**config.mk**
```make
export PLATFORM = sky130hd
export DESIGN_NAME = cmc_device_flat
export DESIGN_NICKNAME = d
export VERILOG_FILES = /design/src/design/cmc_pkg.sv /design/src/design/cmc_if.sv /design/src/design/cmc_device.sv /design/src/flat_wrapper.sv
export SDC_FILE = /design/constraint.sdc
export NUM_CORES = 1
export LEC_CHECK = 0
export ABC_AREA = 0
export BUFFER_PORTS_ARGS = -buffer_cell sky130_fd_sc_hd__clkbuf_2
export CAP_MARGIN = 10
export CORE_AREA = 2 2 81 83
export CTS_CLUSTER_DIAMETER = 30
export CTS_CLUSTER_SIZE = 16
export DETAILED_ROUTE_END_ITERATION = 8
export DIE_AREA = 0 0 83 85
export PLACE_DENSITY = 0.77
export SLEW_MARGIN = 20
export SYNTH_ARGS = -nofsm -noshare
export SYNTH_HDL_FRONTEND = slang
export SYNTH_SLANG_ARGS = --single-unit
```
**constraint.sdc**
```tcl
create_clock -name clk_sys -period 3.45 [get_ports clk_sys]
set_clock_uncertainty 0.1 [all_clocks]
set_input_delay 0.345 -clock clk_sys [delete_from_list [all_inputs] [get_ports clk_sys]]
set_output_delay 0.345 -clock clk_sys [all_outputs]
set_load 0.02 [all_outputs]
```
**src/design/cmc_pkg.sv**
```systemverilog
// package of constants and types for the clock and mode control block
package cmc_pkg;

  // ---------------------------------------------------------------
  // register map
  // ---------------------------------------------------------------
  localparam logic [15:0] ADDR_MODE   = 16'h0001;
  localparam logic [15:0] ADDR_DIV    = 16'h0002;
  localparam logic [15:0] ADDR_STATUS = 16'h0003;

  // mode register fields
  localparam int          BIT_BASIC   = 0;
  localparam int          BIT_SCALER  = 1;
  localparam int          BIT_ENHANCE = 2;
  localparam int          BIT_OVERLAY = 3;
  localparam int          BIT_VIDEO   = 4;
  localparam logic [6:0]  MODE_RST    = 7'h00;
  localparam logic [7:0]  DIV_RST     = 8'h01;

  // ---------------------------------------------------------------
  // timing
  // ---------------------------------------------------------------
  localparam int          SYS_CLK_MHZ  = 100;
  localparam int          XTAL_NOM_MHZ = 25;
  // system cycles per crystal period, rounded down
  localparam int          XTAL_SYS_CYC = SYS_CLK_MHZ / XTAL_NOM_MHZ;

  // gated clock indices
  localparam int          GC_BASIC   = 0;
  localparam int          GC_SCALER  = 1;
  localparam int          GC_ENHANCE = 2;
  localparam int          GC_OVERLAY = 3;
  localparam int          GC_DEINT   = 4;
  localparam int          GC_NUM     = 5;

  // pin sampler indices
  localparam int          PIN_RGB  = 0;
  localparam int          PIN_VID  = 1;
  localparam int          PIN_XTAL = 2;

  // operating mode shown in status
  typedef enum logic [2:0] {
    CMC_OP_STANDBY   = 3'b000,
    CMC_OP_PASS      = 3'b001,
    CMC_OP_PASS_OVL  = 3'b010,
    CMC_OP_PASS_ENH  = 3'b011,
    CMC_OP_SCALE_RGB = 3'b100,
    CMC_OP_VIDEO     = 3'b101,
    CMC_OP_OTHER     = 3'b110
  } cmc_op_t;

  // host presets
  typedef enum logic [2:0] {
    CMC_PRE_DPMS   = 3'b000,
    CMC_PRE_BYP1   = 3'b001,
    CMC_PRE_BYP2   = 3'b010,
    CMC_PRE_BYP3   = 3'b011,
    CMC_PRE_SCALE1 = 3'b100,
    CMC_PRE_SCALE2 = 3'b101,
    CMC_PRE_SCALE3 = 3'b110,
    CMC_PRE_SCALE4 = 3'b111
  } cmc_preset_t;

endpackage

```
**src/design/cmc_if.sv**
```systemverilog
// interface between the host end and the device end
`timescale 1ns/1ps
interface cmc_if;
  logic        reg_wr;
  logic        reg_rd;
  logic [15:0] reg_addr;
  logic [7:0]  reg_wdata;
  logic [7:0]  reg_rdata;
  logic        reg_rvalid;
  logic        host_if_select;
  logic        serial_host_en;
  logic        host_chip_sel_n;
  logic        scan_en;
  logic        test_mode_sel0;
  logic        test_mode_sel1;

  modport dev (
    input  reg_wr, reg_rd, reg_addr, reg_wdata,
    input  host_if_select, serial_host_en, host_chip_sel_n,
    input  scan_en, test_mode_sel0, test_mode_sel1,
    output reg_rdata, reg_rvalid
  );

  modport host (
    output reg_wr, reg_rd, reg_addr, reg_wdata,
    output host_if_select, serial_host_en, host_chip_sel_n,
    output scan_en, test_mode_sel0, test_mode_sel1,
    input  reg_rdata, reg_rvalid
  );
endinterface

```
**src/design/cmc_device.sv**
```systemverilog
// device end: clock selection, block clock gating and mode register
`timescale 1ns/1ps
module cmc_device (
  input  wire logic clk_sys,
  input  wire logic sys_rst_n,
  cmc_if.dev        bus,
  input  wire logic rgb_in_clk,
  input  wire logic video_in_clk,
  input  wire logic xtal_ref_clk,
  output logic      in_path_clk,
  output logic      scaler_clk,
  output logic      enhance_clk,
  output logic      overlay_clk,
  output logic      deint_clk,
  output logic      host_if_clk,
  output logic      panel_pixel_clk_out,
  output logic      scaled_out_clk,
  output logic      video_sel,
  output logic [2:0] op_mode
);

  // ---------------------------------------------------------------
  // state
  // ---------------------------------------------------------------
  logic [6:0]        mode_q,   mode_d;
  logic [7:0]        div_q,    div_d;
  logic [7:0]        rdata_q,  rdata_d;
  logic              rvalid_q, rvalid_d;
  localparam int     GC_NUM_W = cmc_pkg::GC_NUM - 1;
  logic [2:0]        s1_q, s2_q, s3_q, lvl_q, lvl_d;
  logic [GC_NUM_W:0] en_q,   en_d;
  logic [GC_NUM_W:0] gclk_q, gclk_d;
  logic              sel_q,  sel_d;
  logic [7:0]        cnt_q,  cnt_d;
  logic              pclk_q, pclk_d;
  logic              xclk_q, xclk_d;
  cmc_pkg::cmc_op_t  op_q,   op_d;

  // ---------------------------------------------------------------
  // helpers
  // ---------------------------------------------------------------
  // decode of the enable bits into an operating mode
  function automatic cmc_pkg::cmc_op_t op_decode(input logic [6:0] m);
    logic b;
    logic s;
    logic e;
    logic o;
    logic v;
    b = m[cmc_pkg::BIT_BASIC];
    s = m[cmc_pkg::BIT_SCALER];
    e = m[cmc_pkg::BIT_ENHANCE];
    o = m[cmc_pkg::BIT_OVERLAY];
    v = m[cmc_pkg::BIT_VIDEO];
    if (!b) begin
      op_decode = cmc_pkg::CMC_OP_STANDBY;
    end else if (v) begin
      op_decode = cmc_pkg::CMC_OP_VIDEO;
    end else if (s && e && o) begin
      op_decode = cmc_pkg::CMC_OP_SCALE_RGB;
    end else if (!s && !e && o) begin
      op_decode = cmc_pkg::CMC_OP_PASS_OVL;
    end else if (!s && e && !o) begin
      op_decode = cmc_pkg::CMC_OP_PASS_ENH;
    end else if (!s && !e && !o) begin
      op_decode = cmc_pkg::CMC_OP_PASS;
    end else begin
      op_decode = cmc_pkg::CMC_OP_OTHER;
    end
  endfunction

  // ---------------------------------------------------------------
  // pin samplers
  // ---------------------------------------------------------------
  // three stages, level moves only when stages two and three agree
  always_comb begin
    lvl_d = lvl_q;
    for (int i = 0; i < 3; i++) begin
      if (s2_q[i] == s3_q[i]) begin
        lvl_d[i] = s3_q[i];
      end
    end
  end

  always_ff @(posedge clk_sys or negedge sys_rst_n) begin
    if (!sys_rst_n) begin
      s1_q  <= 3'h0;
      s2_q  <= 3'h0;
      s3_q  <= 3'h0;
      lvl_q <= 3'h0;
    end else begin
      s1_q  <= {xtal_ref_clk, video_in_clk, rgb_in_clk};
      s2_q  <= s1_q;
      s3_q  <= s2_q;
      lvl_q <= lvl_d;
    end
  end

  // ---------------------------------------------------------------
  // register access
  // ---------------------------------------------------------------
  logic acc_ok;
  logic xtal_rise;
  logic standby;
  logic src_lvl;
  logic want_sel;
  logic [GC_NUM_W:0] want;

  assign acc_ok = bus.host_if_select && bus.serial_host_en && bus.host_chip_sel_n &&
                  !bus.scan_en && !bus.test_mode_sel0 && !bus.test_mode_sel1;

  always_comb begin
    mode_d   = mode_q;
    div_d    = div_q;
    rdata_d  = 8'h00;
    rvalid_d = bus.reg_rd && acc_ok;
    if (bus.reg_wr && acc_ok) begin
      unique case (bus.reg_addr)
        cmc_pkg::ADDR_MODE: mode_d = bus.reg_wdata[6:0];
        cmc_pkg::ADDR_DIV:  div_d  = bus.reg_wdata;
        default:            mode_d = mode_q;
      endcase
    end
    if (bus.reg_rd && acc_ok) begin
      unique case (bus.reg_addr)
        cmc_pkg::ADDR_MODE:   rdata_d = {1'b0, mode_q};
        cmc_pkg::ADDR_DIV:    rdata_d = div_q;
        cmc_pkg::ADDR_STATUS: rdata_d = {en_q, op_q};
        default:              rdata_d = 8'h00;
      endcase
    end
  end

  always_ff @(posedge clk_sys or negedge sys_rst_n) begin
    if (!sys_rst_n) begin
      mode_q   <= cmc_pkg::MODE_RST;
      div_q    <= cmc_pkg::DIV_RST;
      rdata_q  <= 8'h00;
      rvalid_q <= 1'b0;
    end else begin
      mode_q   <= mode_d;
      div_q    <= div_d;
      rdata_q  <= rdata_d;
      rvalid_q <= rvalid_d;
    end
  end

  // ---------------------------------------------------------------
  // block clock gating
  // ---------------------------------------------------------------
  // basic bit low means standby
  assign standby  = !mode_q[cmc_pkg::BIT_BASIC];
  assign want_sel = mode_q[cmc_pkg::BIT_VIDEO];
  // input path source follows video select
  assign src_lvl  = sel_q ? lvl_q[cmc_pkg::PIN_VID] : lvl_q[cmc_pkg::PIN_RGB];

  always_comb begin
    want = '0;
    if (!standby && (sel_q == want_sel)) begin
      want[cmc_pkg::GC_BASIC]   = 1'b1;
      want[cmc_pkg::GC_SCALER]  = mode_q[cmc_pkg::BIT_SCALER];
      want[cmc_pkg::GC_ENHANCE] = mode_q[cmc_pkg::BIT_ENHANCE];
      want[cmc_pkg::GC_OVERLAY] = mode_q[cmc_pkg::BIT_OVERLAY];
      want[cmc_pkg::GC_DEINT]   = mode_q[cmc_pkg::BIT_VIDEO];
    end
    // enables move only while source is low
    en_d = en_q;
    if (!src_lvl && (gclk_q == '0)) begin
      en_d = want;
    end
    // source switch only with every gate closed
    sel_d = sel_q;
    if ((en_q == '0) && (gclk_q == '0) && (want == '0)) begin
      sel_d = want_sel;
    end
    for (int i = 0; i < cmc_pkg::GC_NUM; i++) begin
      gclk_d[i] = src_lvl && en_q[i];
    end
    op_d = op_decode(mode_q);
  end

  always_ff @(posedge clk_sys or negedge sys_rst_n) begin
    if (!sys_rst_n) begin
      en_q   <= '0;
      gclk_q <= '0;
      sel_q  <= 1'b0;
      op_q   <= cmc_pkg::CMC_OP_STANDBY;
    end else begin
      en_q   <= en_d;
      gclk_q <= gclk_d;
      sel_q  <= sel_d;
      op_q   <= op_d;
    end
  end

  // ---------------------------------------------------------------
  // pixel clock from crystal
  // ---------------------------------------------------------------
  assign xtal_rise = lvl_d[cmc_pkg::PIN_XTAL] && !lvl_q[cmc_pkg::PIN_XTAL];

  // toggle pixel clock every div_q rising crystal edges, every rising edge when div_q is 0
  always_comb begin
    cnt_d  = cnt_q;
    pclk_d = pclk_q;
    xclk_d = lvl_q[cmc_pkg::PIN_XTAL];
    if (standby) begin
      cnt_d  = 8'h00;
      pclk_d = 1'b0;
    end else if (xtal_rise) begin
      if ((cnt_q + 8'h01) >= div_q) begin
        cnt_d  = 8'h00;
        pclk_d = !pclk_q;
      end else begin
        cnt_d  = cnt_q + 8'h01;
      end
    end
  end

  always_ff @(posedge clk_sys or negedge sys_rst_n) begin
    if (!sys_rst_n) begin
      cnt_q  <= 8'h00;
      pclk_q <= 1'b0;
      xclk_q <= 1'b0;
    end else begin
      cnt_q  <= cnt_d;
      pclk_q <= pclk_d;
      xclk_q <= xclk_d;
    end
  end

  // ---------------------------------------------------------------
  // outputs
  // ---------------------------------------------------------------
  assign bus.reg_rdata       = rdata_q;
  assign bus.reg_rvalid      = rvalid_q;
  assign in_path_clk         = gclk_q[cmc_pkg::GC_BASIC];
  assign scaler_clk          = gclk_q[cmc_pkg::GC_SCALER];
  assign enhance_clk         = gclk_q[cmc_pkg::GC_ENHANCE];
  assign overlay_clk         = gclk_q[cmc_pkg::GC_OVERLAY];
  assign deint_clk           = gclk_q[cmc_pkg::GC_DEINT];
  assign host_if_clk         = xclk_q;
  assign panel_pixel_clk_out = pclk_q;
  assign scaled_out_clk      = pclk_q;
  assign video_sel           = sel_q;
  assign op_mode             = op_q;

endmodule

```
**src/flat_wrapper.sv**
```systemverilog
// flat-port wrapper written by rule: the top's interface ports become plain ports
module cmc_device_flat 
  (clk_sys, sys_rst_n, rgb_in_clk, video_in_clk, xtal_ref_clk, in_path_clk, scaler_clk, enhance_clk, overlay_clk, deint_clk, host_if_clk, panel_pixel_clk_out, scaled_out_clk, video_sel, op_mode, bus_reg_wr, bus_reg_rd, bus_reg_addr, bus_reg_wdata, bus_host_if_select, bus_serial_host_en, bus_host_chip_sel_n, bus_scan_en, bus_test_mode_sel0, bus_test_mode_sel1, bus_reg_rdata, bus_reg_rvalid);
  cmc_if bus_i ();
  input  wire logic clk_sys;
  input  wire logic sys_rst_n;
  input  wire logic rgb_in_clk;
  input  wire logic video_in_clk;
  input  wire logic xtal_ref_clk;
  output logic in_path_clk;
  output logic scaler_clk;
  output logic enhance_clk;
  output logic overlay_clk;
  output logic deint_clk;
  output logic host_if_clk;
  output logic panel_pixel_clk_out;
  output logic scaled_out_clk;
  output logic video_sel;
  output logic [2:0] op_mode;
  input wire logic [$bits(bus_i.reg_wr)-1:0] bus_reg_wr;
  input wire logic [$bits(bus_i.reg_rd)-1:0] bus_reg_rd;
  input wire logic [$bits(bus_i.reg_addr)-1:0] bus_reg_addr;
  input wire logic [$bits(bus_i.reg_wdata)-1:0] bus_reg_wdata;
  input wire logic [$bits(bus_i.host_if_select)-1:0] bus_host_if_select;
  input wire logic [$bits(bus_i.serial_host_en)-1:0] bus_serial_host_en;
  input wire logic [$bits(bus_i.host_chip_sel_n)-1:0] bus_host_chip_sel_n;
  input wire logic [$bits(bus_i.scan_en)-1:0] bus_scan_en;
  input wire logic [$bits(bus_i.test_mode_sel0)-1:0] bus_test_mode_sel0;
  input wire logic [$bits(bus_i.test_mode_sel1)-1:0] bus_test_mode_sel1;
  output wire logic [$bits(bus_i.reg_rdata)-1:0] bus_reg_rdata;
  output wire logic [$bits(bus_i.reg_rvalid)-1:0] bus_reg_rvalid;
  assign bus_i.reg_wr = bus_reg_wr;
  assign bus_i.reg_rd = bus_reg_rd;
  assign bus_i.reg_addr = bus_reg_addr;
  assign bus_i.reg_wdata = bus_reg_wdata;
  assign bus_i.host_if_select = bus_host_if_select;
  assign bus_i.serial_host_en = bus_serial_host_en;
  assign bus_i.host_chip_sel_n = bus_host_chip_sel_n;
  assign bus_i.scan_en = bus_scan_en;
  assign bus_i.test_mode_sel0 = bus_test_mode_sel0;
  assign bus_i.test_mode_sel1 = bus_test_mode_sel1;
  assign bus_reg_rdata = bus_i.reg_rdata;
  assign bus_reg_rvalid = bus_i.reg_rvalid;
  cmc_device u_core (.clk_sys(clk_sys), .sys_rst_n(sys_rst_n), .bus(bus_i), .rgb_in_clk(rgb_in_clk), .video_in_clk(video_in_clk), .xtal_ref_clk(xtal_ref_clk), .in_path_clk(in_path_clk), .scaler_clk(scaler_clk), .enhance_clk(enhance_clk), .overlay_clk(overlay_clk), .deint_clk(deint_clk), .host_if_clk(host_if_clk), .panel_pixel_clk_out(panel_pixel_clk_out), .scaled_out_clk(scaled_out_clk), .video_sel(video_sel), .op_mode(op_mode));
endmodule
```
==> summary.md <==
| Metric | Value |
|---|---|
| Initial DRC Count | `111` |
| CTS clock-pin slew for the worst setup and hold paths | `0.07 ns` |
| Arrival time of data at the critical path endpoint | `3.00 ns` |
| Result of the run | `finished, final reports clean` |
| Gr usage total | `0.162` |
| Multiplexer share of the synthesized area | `0.0833` |
| Number of nets in the layout | `344` |
| Internal cell power | `1.07 mW` |
| Max Freq | `347 MHz` |
| Layout Area Growth over Synthesis | `21.5%` |
| Startpoint class of the critical path | `flop` |
| Number of synthesized register bits | `60` |
| Global-route wire length before repair | `8.80 mm` |
| Post-synthesis net count | `278` |
| Category of the critical setup timing path | `reg2reg` |
| Mapped Cells | `232` |
| Main flop type after synthesis | `dfrtp_1` |
| Wire length per cell | `14.2 um` |
| Sequential-to-total area share from yosys stat | `0.559` |
| R2R cell count | `10` |
| Cells taking the most area after synthesis | `dfrtp_1 55%, mux2_2 7.5%, ha_1 4.2%` |
| Share of total power in sequential cells | `0.522` |
| Net Switching | `308 uW` |
| Overall via count from detail_route | `1,959` |
| Reg2reg start | `u_core.cnt_q[0]` |
| Die Height | `85 um` |
| Setup TNS after final layout | `0 ns` |
| Source-to-sink clock delay at the later pin of the worst-skew pair | `0.34 ns` |
| Crit path cell chain | `ha_1 > nand3_1 > nor2_1 > xor2_1 > ha_1 > and3_1 > a221oi_1 > o21ai_1 > nand2_1 > mux2_2` |
| Final slew viol count | `0` |
| Final hold violation count | `0` |
| Crit path max-delay family | `simple AND/OR/NAND/NOR gates` |
| Rel. slew slack | `0.365` |
| Clock tree root buffer cell | `clkbuf_8` |
| Number of global-route vias before repair | `1,913` |
| Post-detailed-placement half-perimeter wirelength | `3.97 mm` |
| Share of synthesized cell area in full adder, half adder and majority cells | `0.0531` |
| Endpoint type of the worst setup path | `flop` |
| Initial antenna violation count | `0` |
| Post-Place Worst Slack | `0.569 ns` |
| TritonCTS Buffers | `9` |
| Count of filler cells inserted in the layout | `546` |
| Routed wire length | `5.39 mm` |
| Area fraction in compound gates after synthesis | `0.0908` |
| PostCTS Resize Cnt | `0` |
| CTS H-tree lvls | `3` |
| Overflow after GRT | `0` |
| Delay of the slowest critical-path stage | `0.41 ns` |
| Drt via density | `5.16` |
| ANT cells | `0` |
| Setup violations, final | `0` |
| Post-Synth XOR/XNOR Area | `0.0228` |
| Number of distinct library cell variants in the gate-level netlist after synthesis | `43` |
| PnR worst setup slack | `0.566 ns` |
| Critical-path maximum fanout | `9` |
| Cell leakage power | `1.56 nW` |
| Port Buffer Count | `57` |
| Yosys warning count | `0` |
| I/O pins | `58` |
| Post-route DRC | `0` |
| Simple-gate share of the synthesized area | `0.163` |
| Standard cell core area | `0.00620 sq mm` |
| CTS tree | `built` |
| Cell with the largest stage delay on the worst path | `dfrtp_1` |
| Top Metal Used | `met4` |
| Overall die width | `83 um` |
| Post-Route M1 WL | `2.50 mm` |
| Number of antenna-violating nets in the routed design | `0` |
| Worst-margin pin slew | `0.953 ns` |
| Initial cell density of the core | `0.433` |
| Proportion of register bits with asynchronous set or reset after synthesis | `1.00` |
| Fraction of post-synthesis cell area in the top cell type by area | `0.549` |
| Ratio of final minimum period to clock period | `0.836` |
| Placement row count | `29` |
| Unrepaired setup endpoints after global routing | `no` |
| Die Footprint | `0.00706 sq mm` |
| CP Data Required Time | `3.57 ns` |
| Max-cap check violation count | `0` |
| Syn Std Cell Area | `0.00269 sq mm` |
| Library cell with the largest summed area after synthesis | `dfrtp_1` |
| Number of sinks handled by clock tree synthesis | `60` |
| Buf/Inv on CP | `0` |
| Power share of the combinational group | `0.044` |
| Most common library cell in the layout ignoring fill and taps | `dfrtp_1` |
| Cell area power density | `421 mW/mm^2` |
| Synthesized area per cell | `11.6 sq um` |
| EDFF count, synth | `0` |
| Worst min-delay path class | `in2async` |
| Max Root-Sink Buffers | `2` |
| Critical path's most frequent cell | `ha_1` |
| Met2 layer wire length in the routed design | `2.51 mm` |
| Placer congestion estimate | `0.843` |
| Wire length on met3 | `294 um` |
| Commonest cells after routing, fill and taps aside | `59 x dfrtp_1, 57 x clkbuf_2, 23 x nand2_1` |
| Share of power burned in the clock network | `0.434` |
| Pin count of the biggest net entering global routing | `39` |
| Shortest period the worst path allows | `2.88 ns` |
| Maximum vdd ir drop | `235 uV` |
| Main combinational cell family by area after synthesis | `simple AND/OR/NAND/NOR gates` |
| RR Endpoint | `u_core.panel_pixel_clk_out` |
| Switching Share | `0.224` |
| Drt pass-1 iters | `4` |
| Share of cells above drive strength 1 | `0.323` |
| Worst-case register-to-register setup slack | `0.57 ns` |
how the worst max path moves through the flow:
stage,end,cells past startpoint,slack [ns],from
floorplan,u_core.panel_pixel_clk_out,11,0.88,u_core.cnt_q[0]
detailed placement,u_core.panel_pixel_clk_out,10,0.57,u_core.cnt_q[0]
global route,u_core.panel_pixel_clk_out,10,0.30,u_core.cnt_q[0]
global placement,u_core.panel_pixel_clk_out,11,0.71,u_core.cnt_q[0]
finish,u_core.panel_pixel_clk_out,10,0.57,u_core.cnt_q[0]
CTS,u_core.panel_pixel_clk_out,10,0.56,u_core.cnt_q[0]
power by group through the flow:
stage               Combinational (mW)  Clock (mW)  Sequential [mW]
floorplan                       0.0151           0            0.732
global placement                0.0567           0            0.731
detailed placement              0.0585           0            0.732
CTS                             0.0613       0.609            0.719
global route                    0.0673       0.645            0.720
finish                          0.0599       0.597            0.719
per-stage QoR:
stage / utilization / hold slack (ns) / power, mW / std cells / instance area (sq um)
finish: 0.526 / 0.0441 / 1.38 / 380 / 3260
global placement: 0.492 / 0.232 / 0.788 / 361 / 3050
floorplan: - / -0.0506 / 0.747 / 232 / 2690
detailed placement: 0.492 / 0.245 / 0.791 / 361 / 3050
global route: 0.526 / 0.0932 / 1.43 / 380 / 3260
CTS: 0.526 / 0.0702 / 1.39 / 380 / 3260
worst reg2reg max path, cell delays in order (launching register included):
cell and delay (ns):
dfrtp_1 0.41, ha_1 0.24, nand3_1 0.13, nor2_1 0.15, xor2_1 0.21, ha_1 0.28, and3_1 0.17, a221oi_1 0.31
o21ai_1 0.28, nand2_1 0.16, mux2_2 0.34
registers in the layout, summed over array words and instances (netlist names):
register and count:
u_core.bus.reg_rdata 8, u_core.bus.reg_rvalid 1, u_core.cnt_q 8, u_core.div_q 8
u_core.en_q 5, u_core.gclk_q 5, u_core.host_if_clk 1, u_core.lvl_q 3
u_core.mode_q 7, u_core.op_mode 3, u_core.panel_pixel_clk_out 1, u_core.s1_q 3
u_core.s2_q 3, u_core.s3_q 3, u_core.video_sel 1
logic make-up after synthesis:
| logic type | after synthesis |
|---|---|
| AND/OR/NAND/NOR | 75 |
| flip-flops | 60 |
| AO/OA/AOI/OAI | 39 |
| multiplexers | 20 |
| buffers and inverters | 19 |
| adder cells (fa/ha/maj) | 12 |
| XOR/XNOR | 7 |
cell usage after synthesis (2+ instances only):
| cell | count |
|---|---|
| dfrtp_1 | 59 |
| nand2_1 | 23 |
| mux2_2 | 18 |
| inv_1 | 13 |
| nor2_1 | 12 |
| o21ai_0 | 11 |
| ha_1 | 9 |
| a21oi_1 | 8 |
| nand3_1 | 8 |
| a22oi_1 | 7 |
| and3_1 | 5 |
| clkbuf_1 | 5 |
| nor2b_1 | 5 |
| xnor2_1 | 5 |
| maj3_1 | 3 |
| nor3_1 | 3 |
| nor4_2 | 3 |
| o21a_1 | 3 |
| a21o_1 | 2 |
| and2_1 | 2 |
| nand2b_1 | 2 |
| nand4_1 | 2 |
| nand4b_1 | 2 |
| o21ai_1 | 2 |
| xor2_1 | 2 |
metal layers:
metal / vias up / global-route usage
met3: 8 / 0.0418
met2: 62 / 0.248
met1: 934 / 0.213
met4: 0 / 0.0894
li1: 955 / -
met5: - / 0
layout make-up:
| cell class | instances | area, sq um | share of cell area |
|---|---|---|---|
| sequential | 60 | 1500 | 0.460 |
| multi-input combinational | 153 | 1110 | 0.340 |
| timing repair buffer | 61 | 323 | 0.0989 |
| clock buffer | 11 | 131 | 0.0402 |
| tap | 77 | 96.3 | 0.0295 |
| clock inverter | 5 | 52.6 | 0.0161 |
| inverter | 13 | 48.8 | 0.0149 |
timing repair:
action,4_1_cts,5_1_grt
buffers inserted,0,0
hold endpoints to repair,3,0
hold buffers,3,0
Power figures use the tool's default switching activity.
